==> config.mk <==
export PLATFORM = sky130hd
export DESIGN_NAME = epmc_host
export DESIGN_NICKNAME = d
export VERILOG_FILES = /design/src/rtl/epmc_pkg.sv /design/src/rtl/epmc_timer.sv /design/src/rtl/epmc_host.sv
export VERILOG_INCLUDE_DIRS = /design/src /design/src/rtl
export SDC_FILE = /design/constraint.sdc
export NUM_CORES = 1
export LEC_CHECK = 0
export ABC_AREA = 1
export BUFFER_PORTS_ARGS = -buffer_cell sky130_fd_sc_hd__buf_4
export CORE_MARGIN = 2
export CORE_UTILIZATION = 40
export DETAILED_ROUTE_END_ITERATION = 8
export PLACE_DENSITY = 0.71
export SYNTH_ARGS = -nofsm -noshare
export SYNTH_HDL_FRONTEND = slang
export SYNTH_SLANG_ARGS = --single-unit
==> constraint.sdc <==
create_clock -name MCLK_I -period 3 [get_ports MCLK_I]
set_input_delay 0.15 -clock MCLK_I [delete_from_list [all_inputs] [get_ports MCLK_I]]
set_output_delay 0.15 -clock MCLK_I [all_outputs]
set_load 0.02 [all_outputs]
==> src/rtl/epmc_regs.svh <==
// Constants for the erasable PROM mode controller: widths, codes and timing.
// Assumes a single 125 MHz clock; all times are in nanoseconds.
`ifndef EPMC_REGS_SVH
`define EPMC_REGS_SVH

`define EPMC_ADDR_W       18
`define EPMC_DATA_W       8
`define EPMC_TMR_W        16
`define EPMC_FIRST_ADDR   18'h00000
`define EPMC_LAST_ADDR    18'h3FFFF
`define EPMC_ADDR_STEP    18'h00001
`define EPMC_IDENT_HIGH   17'h00000
`define EPMC_ERASED       8'hFF
`define EPMC_CLK_MHZ      125
`define EPMC_NS_PER_US    1000
`define EPMC_T_SETUP_NS   2000
`define EPMC_T_PULSE_NS   100000
`define EPMC_T_ACCESS_NS  120
`define EPMC_T_VERIFY_NS  150
`define EPMC_SYNC_STAGES  2
`define EPMC_TMR_LAST     16'h0001

`endif

==> src/rtl/epmc_pkg.sv <==
// Types shared by the erasable PROM mode controller modules.
// Assumes epmc_regs.svh is on the include path.
`include "epmc_regs.svh"

package epmc_pkg;

    typedef enum logic [1:0] {
        OP_READ    = 2'h0,
        OP_PROGRAM = 2'h1,
        OP_ERASE   = 2'h2,
        OP_IDENT   = 2'h3
    } epmc_op_t;

    // Gray codes along the usual path
    typedef enum logic [3:0] {
        ST_IDLE   = 4'h0,
        ST_SETUP  = 4'h1,
        ST_STROBE = 4'h3,
        ST_HOLD   = 4'h2,
        ST_TURN   = 4'h6,
        ST_VWAIT  = 4'h7,
        ST_CHECK  = 4'h5,
        ST_FINISH = 4'h4
    } epmc_state_t;

    typedef struct packed {
        logic                      valid;
        epmc_op_t                  op;
        logic [`EPMC_ADDR_W-1:0]   addr;
        logic [`EPMC_DATA_W-1:0]   data;
    } epmc_req_t;

    typedef struct packed {
        logic                      done;
        logic                      fail;
        logic [`EPMC_DATA_W-1:0]   data;
    } epmc_rsp_t;

    typedef struct packed {
        epmc_state_t               st;
        epmc_op_t                  op;
        logic [`EPMC_ADDR_W-1:0]   addr;
        logic [`EPMC_DATA_W-1:0]   data;
        logic [`EPMC_DATA_W-1:0]   lane;
        logic                      lane_oe;
        logic                      ce_n;
        logic                      oe_n;
        logic                      we_n;
        logic                      prog_sup;
        logic                      erase_sup;
        logic                      core_prog;
        logic                      erase_a9;
        logic                      ident_a9;
        logic [`EPMC_DATA_W-1:0]   sync1;
        logic [`EPMC_DATA_W-1:0]   sync2;
        logic                      tstart;
        logic [`EPMC_TMR_W-1:0]    tload;
        logic                      ready;
        epmc_rsp_t                 rsp;
    } epmc_host_state_t;

    typedef struct packed {
        logic [`EPMC_TMR_W-1:0]    cnt;
        logic                      done;
    } epmc_timer_state_t;

    // Least time rounded up to whole cycles, never below one
    function automatic int epmc_cycles(input int ns);
        int c;
        c = (ns * `EPMC_CLK_MHZ + `EPMC_NS_PER_US - 1) / `EPMC_NS_PER_US;
        return (c < 1) ? 1 : c;
    endfunction

endpackage

==> src/rtl/epmc_timer.sv <==
// Interval timer: loads a cycle count and pulses done once it has elapsed.
// Assumes start is a one-cycle pulse from logic on the same clock.
`include "epmc_regs.svh"

module epmc_timer (
    input  wire logic                    clk_i,
    input  wire logic                    rst_i,
    input  wire logic                    start_i,
    input  wire logic [`EPMC_TMR_W-1:0]  count_i,
    output logic                         done_o
);

    epmc_pkg::epmc_timer_state_t s;
    epmc_pkg::epmc_timer_state_t n;

    always_comb begin
        n      = s;
        n.done = 1'b0;
        if (start_i) begin
            n.cnt = count_i;
        end else if (s.cnt == `EPMC_TMR_LAST) begin
            n.cnt  = '0;
            n.done = 1'b1;
        end else if (s.cnt != '0) begin
            n.cnt = s.cnt - `EPMC_TMR_LAST;
        end
    end

    always_ff @(posedge clk_i or posedge rst_i) begin
        if (rst_i) begin
            s <= '0;
        end else begin
            s <= n;
        end
    end

    assign done_o = s.done;

endmodule // epmc_timer

==> src/rtl/epmc_host.sv <==
// Host controller for a 256K x 8 electrically erasable PROM: read, identifier
// readout, byte program with verify, whole-chip erase with erase verify that stops at the first byte not reading FF.
// Assumes board drivers turn the level qualifier outputs into real supplies
// and that the byte lane wire is resolved outside from LANE_O and LANE_OE_O.
`include "epmc_regs.svh"

// Contract
// [RL1] Array is 262144 bytes, 18-bit address, one shared bidirectional byte lane.
// [RL2] Chip select and output gate low make the device drive the addressed byte.
// [RL3] Output gate high keeps the device lane floating, so host may drive it.
// [RL4] Chip select high puts the device in standby with outputs floating.
// [RL5] Erase entry: 14V supply, address nine high level, bit zero low, data all ones.
// [RL6] Low strobe pulse under erase conditions starts whole-chip erase.
// [RL7] Only erase makes ones; erased locations read FF.
// [RL8] 14V supply, select and gate low, strobe high gives erase verify.
// [RL9] Host reads every byte in erase verify and expects FF; the code ends the walk at the first byte that does not read FF.
// [RL10] Program: 12V supply, select low, gate high, address and data, strobe low.
// [RL11] Programming only turns ones into zeros.
// [RL12] 12V supply, select and gate low, strobe high gives program verify.
// [RL13] Host verifies each byte right after programming it.
// [RL14] Select high makes the device ignore erase and program conditions.
// [RL15] Address nine at identifier level gives ID byte; address bit zero picks which.
// [RL16] Elevated supply and address levels are separate digital qualifier outputs.
module epmc_host #(
    parameter int PULSE_CYCLES = epmc_pkg::epmc_cycles(`EPMC_T_PULSE_NS)
) (
    input  wire logic                     MCLK_I,
    input  wire logic                     RST_I,
    input  wire epmc_pkg::epmc_req_t      REQ_I,
    output logic                          READY_O,
    output epmc_pkg::epmc_rsp_t           RSP_O,
    output logic [`EPMC_ADDR_W-1:0]       BYTE_ADDRESS_O,
    output logic [`EPMC_DATA_W-1:0]       BYTE_LANE_O,
    output logic                          BYTE_LANE_OE_O,
    input  wire logic [`EPMC_DATA_W-1:0]  BYTE_LANE_I,
    output logic                          CHIP_SELECT_N_O,
    output logic                          OUTPUT_GATE_N_O,
    output logic                          WRITE_STROBE_N_O,
    output logic                          PROGRAM_SUPPLY_LEVEL_O,
    output logic                          ERASE_SUPPLY_LEVEL_O,
    output logic                          CORE_SUPPLY_PROGRAM_LEVEL_O,
    output logic                          ERASE_ADDRESS_LEVEL_O,
    output logic                          IDENTIFIER_ADDRESS_LEVEL_O
);

    localparam logic [`EPMC_TMR_W-1:0] SETUP_CYC  = `EPMC_TMR_W'(epmc_pkg::epmc_cycles(`EPMC_T_SETUP_NS));
    localparam logic [`EPMC_TMR_W-1:0] PULSE_CYC  = `EPMC_TMR_W'(PULSE_CYCLES);
    // Sync stages added so the sampled byte has settled through both flops
    localparam logic [`EPMC_TMR_W-1:0] READ_CYC   =
        `EPMC_TMR_W'(epmc_pkg::epmc_cycles(`EPMC_T_ACCESS_NS) + `EPMC_SYNC_STAGES);
    localparam logic [`EPMC_TMR_W-1:0] VERIFY_CYC =
        `EPMC_TMR_W'(epmc_pkg::epmc_cycles(`EPMC_T_VERIFY_NS) + `EPMC_SYNC_STAGES);

    localparam epmc_pkg::epmc_host_state_t RESET_S = '{
        st:      epmc_pkg::ST_IDLE,
        op:      epmc_pkg::OP_READ,
        ce_n:    1'b1,
        oe_n:    1'b1,
        we_n:    1'b1,
        ready:   1'b1,
        default: '0
    };

    epmc_pkg::epmc_host_state_t s;
    epmc_pkg::epmc_host_state_t n;
    logic                       tdone;

    epmc_timer u_timer (
        .clk_i   (MCLK_I),
        .rst_i   (RST_I),
        .start_i (s.tstart),
        .count_i (s.tload),
        .done_o  (tdone)
    );

    always_comb begin
        n          = s;
        n.tstart   = 1'b0;
        n.rsp.done = 1'b0;
        n.sync1    = BYTE_LANE_I;
        n.sync2    = s.sync1;
        case (s.st)
            epmc_pkg::ST_IDLE: begin
                if (REQ_I.valid) begin
                    n.ready    = 1'b0;
                    n.rsp.fail = 1'b0;
                    n.op       = REQ_I.op;
                    n.data     = REQ_I.data;
                    n.ce_n     = 1'b0;
                    n.tstart   = 1'b1;
                    n.tload    = SETUP_CYC;
                    n.st       = epmc_pkg::ST_SETUP;
                    case (REQ_I.op)
                        epmc_pkg::OP_READ: begin
                            n.addr  = REQ_I.addr;
                            n.oe_n  = 1'b0; // see [RL2]
                            n.tload = READ_CYC;
                            n.st    = epmc_pkg::ST_VWAIT;
                        end
                        epmc_pkg::OP_IDENT: begin
                            n.addr     = {`EPMC_IDENT_HIGH, REQ_I.addr[0]}; // see [RL15]
                            n.ident_a9 = 1'b1; // see [RL16]
                        end
                        epmc_pkg::OP_PROGRAM: begin
                            n.addr      = REQ_I.addr; // see [RL10]
                            n.prog_sup  = 1'b1; // see [RL16]
                            n.core_prog = 1'b1;
                            n.lane      = REQ_I.data;
                            n.lane_oe   = 1'b1; // see [RL3]
                        end
                        default: begin
                            n.addr      = `EPMC_FIRST_ADDR; // see [RL5]
                            n.erase_sup = 1'b1;
                            n.erase_a9  = 1'b1;
                            n.core_prog = 1'b1;
                            n.lane      = `EPMC_ERASED;
                            n.lane_oe   = 1'b1;
                            n.data      = `EPMC_ERASED; // see [RL7]
                        end
                    endcase
                end
            end
            epmc_pkg::ST_SETUP: begin
                if (tdone) begin
                    n.tstart = 1'b1;
                    if (s.op == epmc_pkg::OP_IDENT) begin
                        n.oe_n  = 1'b0;
                        n.tload = READ_CYC;
                        n.st    = epmc_pkg::ST_VWAIT;
                    end else begin
                        n.we_n  = 1'b0; // see [RL6] see [RL10]
                        n.tload = PULSE_CYC;
                        n.st    = epmc_pkg::ST_STROBE;
                    end
                end
            end
            epmc_pkg::ST_STROBE: begin
                if (tdone) begin
                    n.we_n   = 1'b1;
                    n.tstart = 1'b1;
                    n.tload  = SETUP_CYC;
                    n.st     = epmc_pkg::ST_HOLD;
                end
            end
            epmc_pkg::ST_HOLD: begin
                // Data and address held past strobe rise before the lane turns round
                if (tdone) begin
                    n.lane_oe  = 1'b0;
                    n.erase_a9 = 1'b0;
                    n.tstart   = 1'b1;
                    n.tload    = SETUP_CYC;
                    n.st       = epmc_pkg::ST_TURN;
                end
            end
            epmc_pkg::ST_TURN: begin
                if (tdone) begin
                    n.oe_n   = 1'b0; // see [RL8] see [RL12]
                    n.tstart = 1'b1;
                    n.tload  = VERIFY_CYC;
                    n.st     = epmc_pkg::ST_VWAIT;
                end
            end
            epmc_pkg::ST_VWAIT: begin
                if (tdone) begin
                    n.st = epmc_pkg::ST_CHECK;
                end
            end
            epmc_pkg::ST_CHECK: begin
                n.rsp.data = s.sync2;
                n.st       = epmc_pkg::ST_FINISH;
                if (s.op == epmc_pkg::OP_PROGRAM || s.op == epmc_pkg::OP_ERASE) begin
                    if (s.sync2 != s.data) begin
                        n.rsp.fail = 1'b1; // see [RL13] see [RL9]
                    end else if (s.op == epmc_pkg::OP_ERASE && s.addr != `EPMC_LAST_ADDR) begin
                        // Walks all 262144 bytes unless one fails, which ends the walk; a full pass takes about 50 ms
                        n.addr   = s.addr + `EPMC_ADDR_STEP; // see [RL9] see [RL1]
                        n.tstart = 1'b1;
                        n.tload  = VERIFY_CYC;
                        n.st     = epmc_pkg::ST_VWAIT;
                    end
                end
            end
            epmc_pkg::ST_FINISH: begin
                n          = RESET_S; // see [RL4] see [RL14]
                n.sync1    = BYTE_LANE_I;
                n.sync2    = s.sync1;
                n.rsp      = s.rsp;
                n.rsp.done = 1'b1;
            end
            default: begin
                n = RESET_S;
            end
        endcase
    end

    always_ff @(posedge MCLK_I or posedge RST_I) begin
        if (RST_I) begin
            s <= RESET_S;
        end else begin
            s <= n;
        end
    end

    assign READY_O                     = s.ready;
    assign RSP_O                       = s.rsp;
    assign BYTE_ADDRESS_O              = s.addr;
    assign BYTE_LANE_O                 = s.lane;
    assign BYTE_LANE_OE_O              = s.lane_oe;
    assign CHIP_SELECT_N_O             = s.ce_n;
    assign OUTPUT_GATE_N_O             = s.oe_n;
    assign WRITE_STROBE_N_O            = s.we_n;
    assign PROGRAM_SUPPLY_LEVEL_O      = s.prog_sup;
    assign ERASE_SUPPLY_LEVEL_O        = s.erase_sup;
    assign CORE_SUPPLY_PROGRAM_LEVEL_O = s.core_prog;
    assign ERASE_ADDRESS_LEVEL_O       = s.erase_a9;
    assign IDENTIFIER_ADDRESS_LEVEL_O  = s.ident_a9;

endmodule // epmc_host

==> out/results.txt <==
Die area -> 14700 sq um
TritonCTS clock tree -> yes
CP endpoint kind -> flop
Most frequent cells in the layout -> 227 x nand2_1, 95 x dfrtp_1, 85 x buf_4
RR Endpoint -> BYTE_ADDRESS_O[14]
Endpoints failing setup -> 0
WL per Instance -> 13.2 microns
Hold Path Sink -> s[61]
Chip height -> 121 microns
Clk root buf -> clkbuf_16
Hold_sp -> REQ_I[0]
N_diodes -> 0
Register-to-Register Path Depth -> 12
Psw -> 0.590 mW
Htree depth -> 3
Routed WL -> 12.6 mm
CP Class -> reg -> reg
Crit path DAT -> 2.40 ns
Post-synth EDFFs -> 0
Maximum buffer depth of the clock tree -> 2
Comb power frac -> 4.1%
# port buffers -> 84
Final GP Congestion -> 0.890
Sequential share of power -> 49.3%
ANT nets after route -> 0
Most common cell after layout, fill and taps aside -> nand2_1
Ys Warns -> 0
Cells after synthesis -> 732
Worst endpoint required time -> 3.29 ns
Netlist Area Pre-Place -> 5510 sq um
Clock share of power -> 46.6%
Postcts setup bufs -> 0
Worst-margin pin slew -> 0.865 ns
Final hold vios -> 0
Crit start category -> flop
First-pass GRT wire length -> 21.4 mm
Fraction of registers with async set/reset -> 100%
Internal power -> 2.13 mW
Max VDD drop -> 0.509 mV
Synth Flop Type -> dfrtp_1
Slew headroom -> 42.4%
DR pass1 iterations -> 5
Post-synth cell types -> 44
Syn_nets -> 781
Post-CTS Resized -> 0
Hold Path Depth -> 3
Vias -> 4633
Minimum clock period -> 2.11 ns
Synth area leaders -> dfrtp_1 43%, nand2_1 15%, o21ai_0 5.4%
Final-report max-slew violation count -> 0
Max Freq -> 0.473 GHz
Net Sw Frac -> 21.7%
Status -> finished, final reports clean
R2R Path Start -> BYTE_ADDRESS_O[0]
Fin nets -> 822
Vias in the first global route -> 4456
Clock Latency Late Sink -> 0.35 ns
Post-DP HPWL -> 9.16 mm
CP Max Fanout -> 18
Area growth syn-to-layout -> 15.9%
Clock skew -> 0.00603 ns
Clock Sinks -> 98
Io pins -> 85
Rows -> 42
P_leak -> 3.45 nW
Setup_tns -> 0 ns
Worst reg-to-reg setup slack -> 0.89 ns
Gr usage total -> 18.5%
DRT iter0 DRCs -> 365
Largest net degree at the start of global routing -> 57
Die W -> 121 microns
Avg Cell Area, Syn -> 7.52 sq um
Layout cells sized above 1 -> 17.1%
DRC Markers -> 0
Vias per std cell -> 4.86
RSZ-0062 raised after global routing -> false
Flops & latches, synth -> 98
Minimum hold slack -> 0.0705 ns
Synth top area share -> 43.2%
Tightest Hold Check Type -> in -> reg
Sequential element share of the synthesized area -> 44.6%
CTS Hold Bufs -> 9
Max Cap Viol -> 0
Largest area contributor in the netlist -> dfrtp_1
Pwr Density -> 426 nW/um^2
Starting density of the core -> 41.3%
CTS Buf Count -> 9
CORE AREA -> 13300 sq um
Initial antenna violation count -> 0
Period utilization -> 70.5%
Worst-path clk slew -> 0.07 ns
Overflow after GRT -> 0
==> synth_stat cells, types with 4 or more instances <==
master	instances
clkbuf_1	19
nor2_1	76
o21ai_0	59
nand2_1	227
o22ai_1	4
ha_1	10
or2_2	6
o211ai_1	4
a21oi_1	16
buf_2	4
nand2_2	5
xor2_1	4
nor3_1	9
buf_4	39
inv_1	73
dfrtp_1	95
nand3_1	31
inv_2	5
nand4_1	11
==> routing by layer <==
| metal | vias up | wire [microns] | global-route usage [%] |
|---|---|---|---|
| met5 | - | 0 | 0 |
| met2 | 142 | 5800 | 29.4 |
| li1 | 2348 | - | - |
| met3 | 19 | 763 | 5.59 |
| met4 | 0 | 235 | 5.75 |
| met1 | 2124 | 5790 | 24.2 |
==> sequential cells by signal, summed over array words and instances, names as in the netlist <==
register / count
READY_O: 1
CORE_SUPPLY_PROGRAM_LEVEL_O: 1
u_timer.done_o: 1
ERASE_ADDRESS_LEVEL_O: 1
OUTPUT_GATE_N_O: 1
IDENTIFIER_ADDRESS_LEVEL_O: 1
RSP_O: 10
ERASE_SUPPLY_LEVEL_O: 1
BYTE_LANE_OE_O: 1
BYTE_ADDRESS_O: 18
u_timer.s: 16
s: 36
PROGRAM_SUPPLY_LEVEL_O: 1
BYTE_LANE_O: 8
WRITE_STROBE_N_O: 1
==> critical path: stages (launching register included) <==
cell	delay (ns)
dfrtp_1	0.50
ha_1	0.26
nand2_1	0.13
nor2_2	0.06
nand2_2	0.11
inv_2	0.06
nand3_1	0.12
nand2_1	0.08
nand2_2	0.11
nand2_2	0.07
nor2_4	0.38
nand2_1	0.10
nand2_1	0.07
==> logic make-up after synthesis <==
group,after synthesis,synth area share [%]
AND/OR/NAND/NOR,378,29.5
buffers and inverters,145,13.1
flip-flops,98,44.6
AO/OA/AOI/OAI,95,9.61
adder cells (fa/ha/maj),10,2.27
XOR/XNOR,6,0.954
==> worst max-delay path by stage <==
stage | start | to | slack, ns
after CTS | BYTE_ADDRESS_O[0] | BYTE_ADDRESS_O[5] | 0.86
final | BYTE_ADDRESS_O[0] | BYTE_ADDRESS_O[14] | 0.89
after floorplan | RST_I | BYTE_ADDRESS_O[0] | 0.29
after detailed placement | BYTE_ADDRESS_O[0] | BYTE_ADDRESS_O[6] | 0.88
after global routing | BYTE_ADDRESS_O[0] | BYTE_ADDRESS_O[11] | 0.63
after global placement | BYTE_ADDRESS_O[0] | BYTE_ADDRESS_O[1] | 0.93
==> layout make-up <==
cell class                 count  area [sq um]
clock buffer                  10           229
clock inverter                 6          95.1
fill                        1312          6960
inverter                      80           305
multi-input combinational    489          2330
sequential                    98          2460
tap                          176           220
timing repair buffer          95           748
==> power groups by stage <==
| stage | sequential [mW] | combinational, mW | clock, mW |
|---|---|---|---|
| floorplan | 1.36 | 0.0489 | 0 |
| global placement | 1.36 | 0.103 | 0 |
| detailed placement | 1.37 | 0.104 | 0 |
| CTS | 1.34 | 0.114 | 1.30 |
| global route | 1.34 | 0.126 | 1.36 |
| finish | 1.34 | 0.110 | 1.27 |
==> through the flow <==
stage	area [sq um]	setup WS, ns	power, mW	cells	util (%)
3_5_place_dp	5970	0.882	1.47	929	44.7
6_report	6380	0.886	2.72	954	47.8
3_3_place_gp	5970	0.929	1.47	929	44.7
2_1_floorplan	5510	0.293	1.41	732	-
5_1_grt	6380	0.634	2.83	954	47.8
4_1_cts	6380	0.865	2.75	954	47.8
No activity file was read; power rests on OpenSTA's default activity.
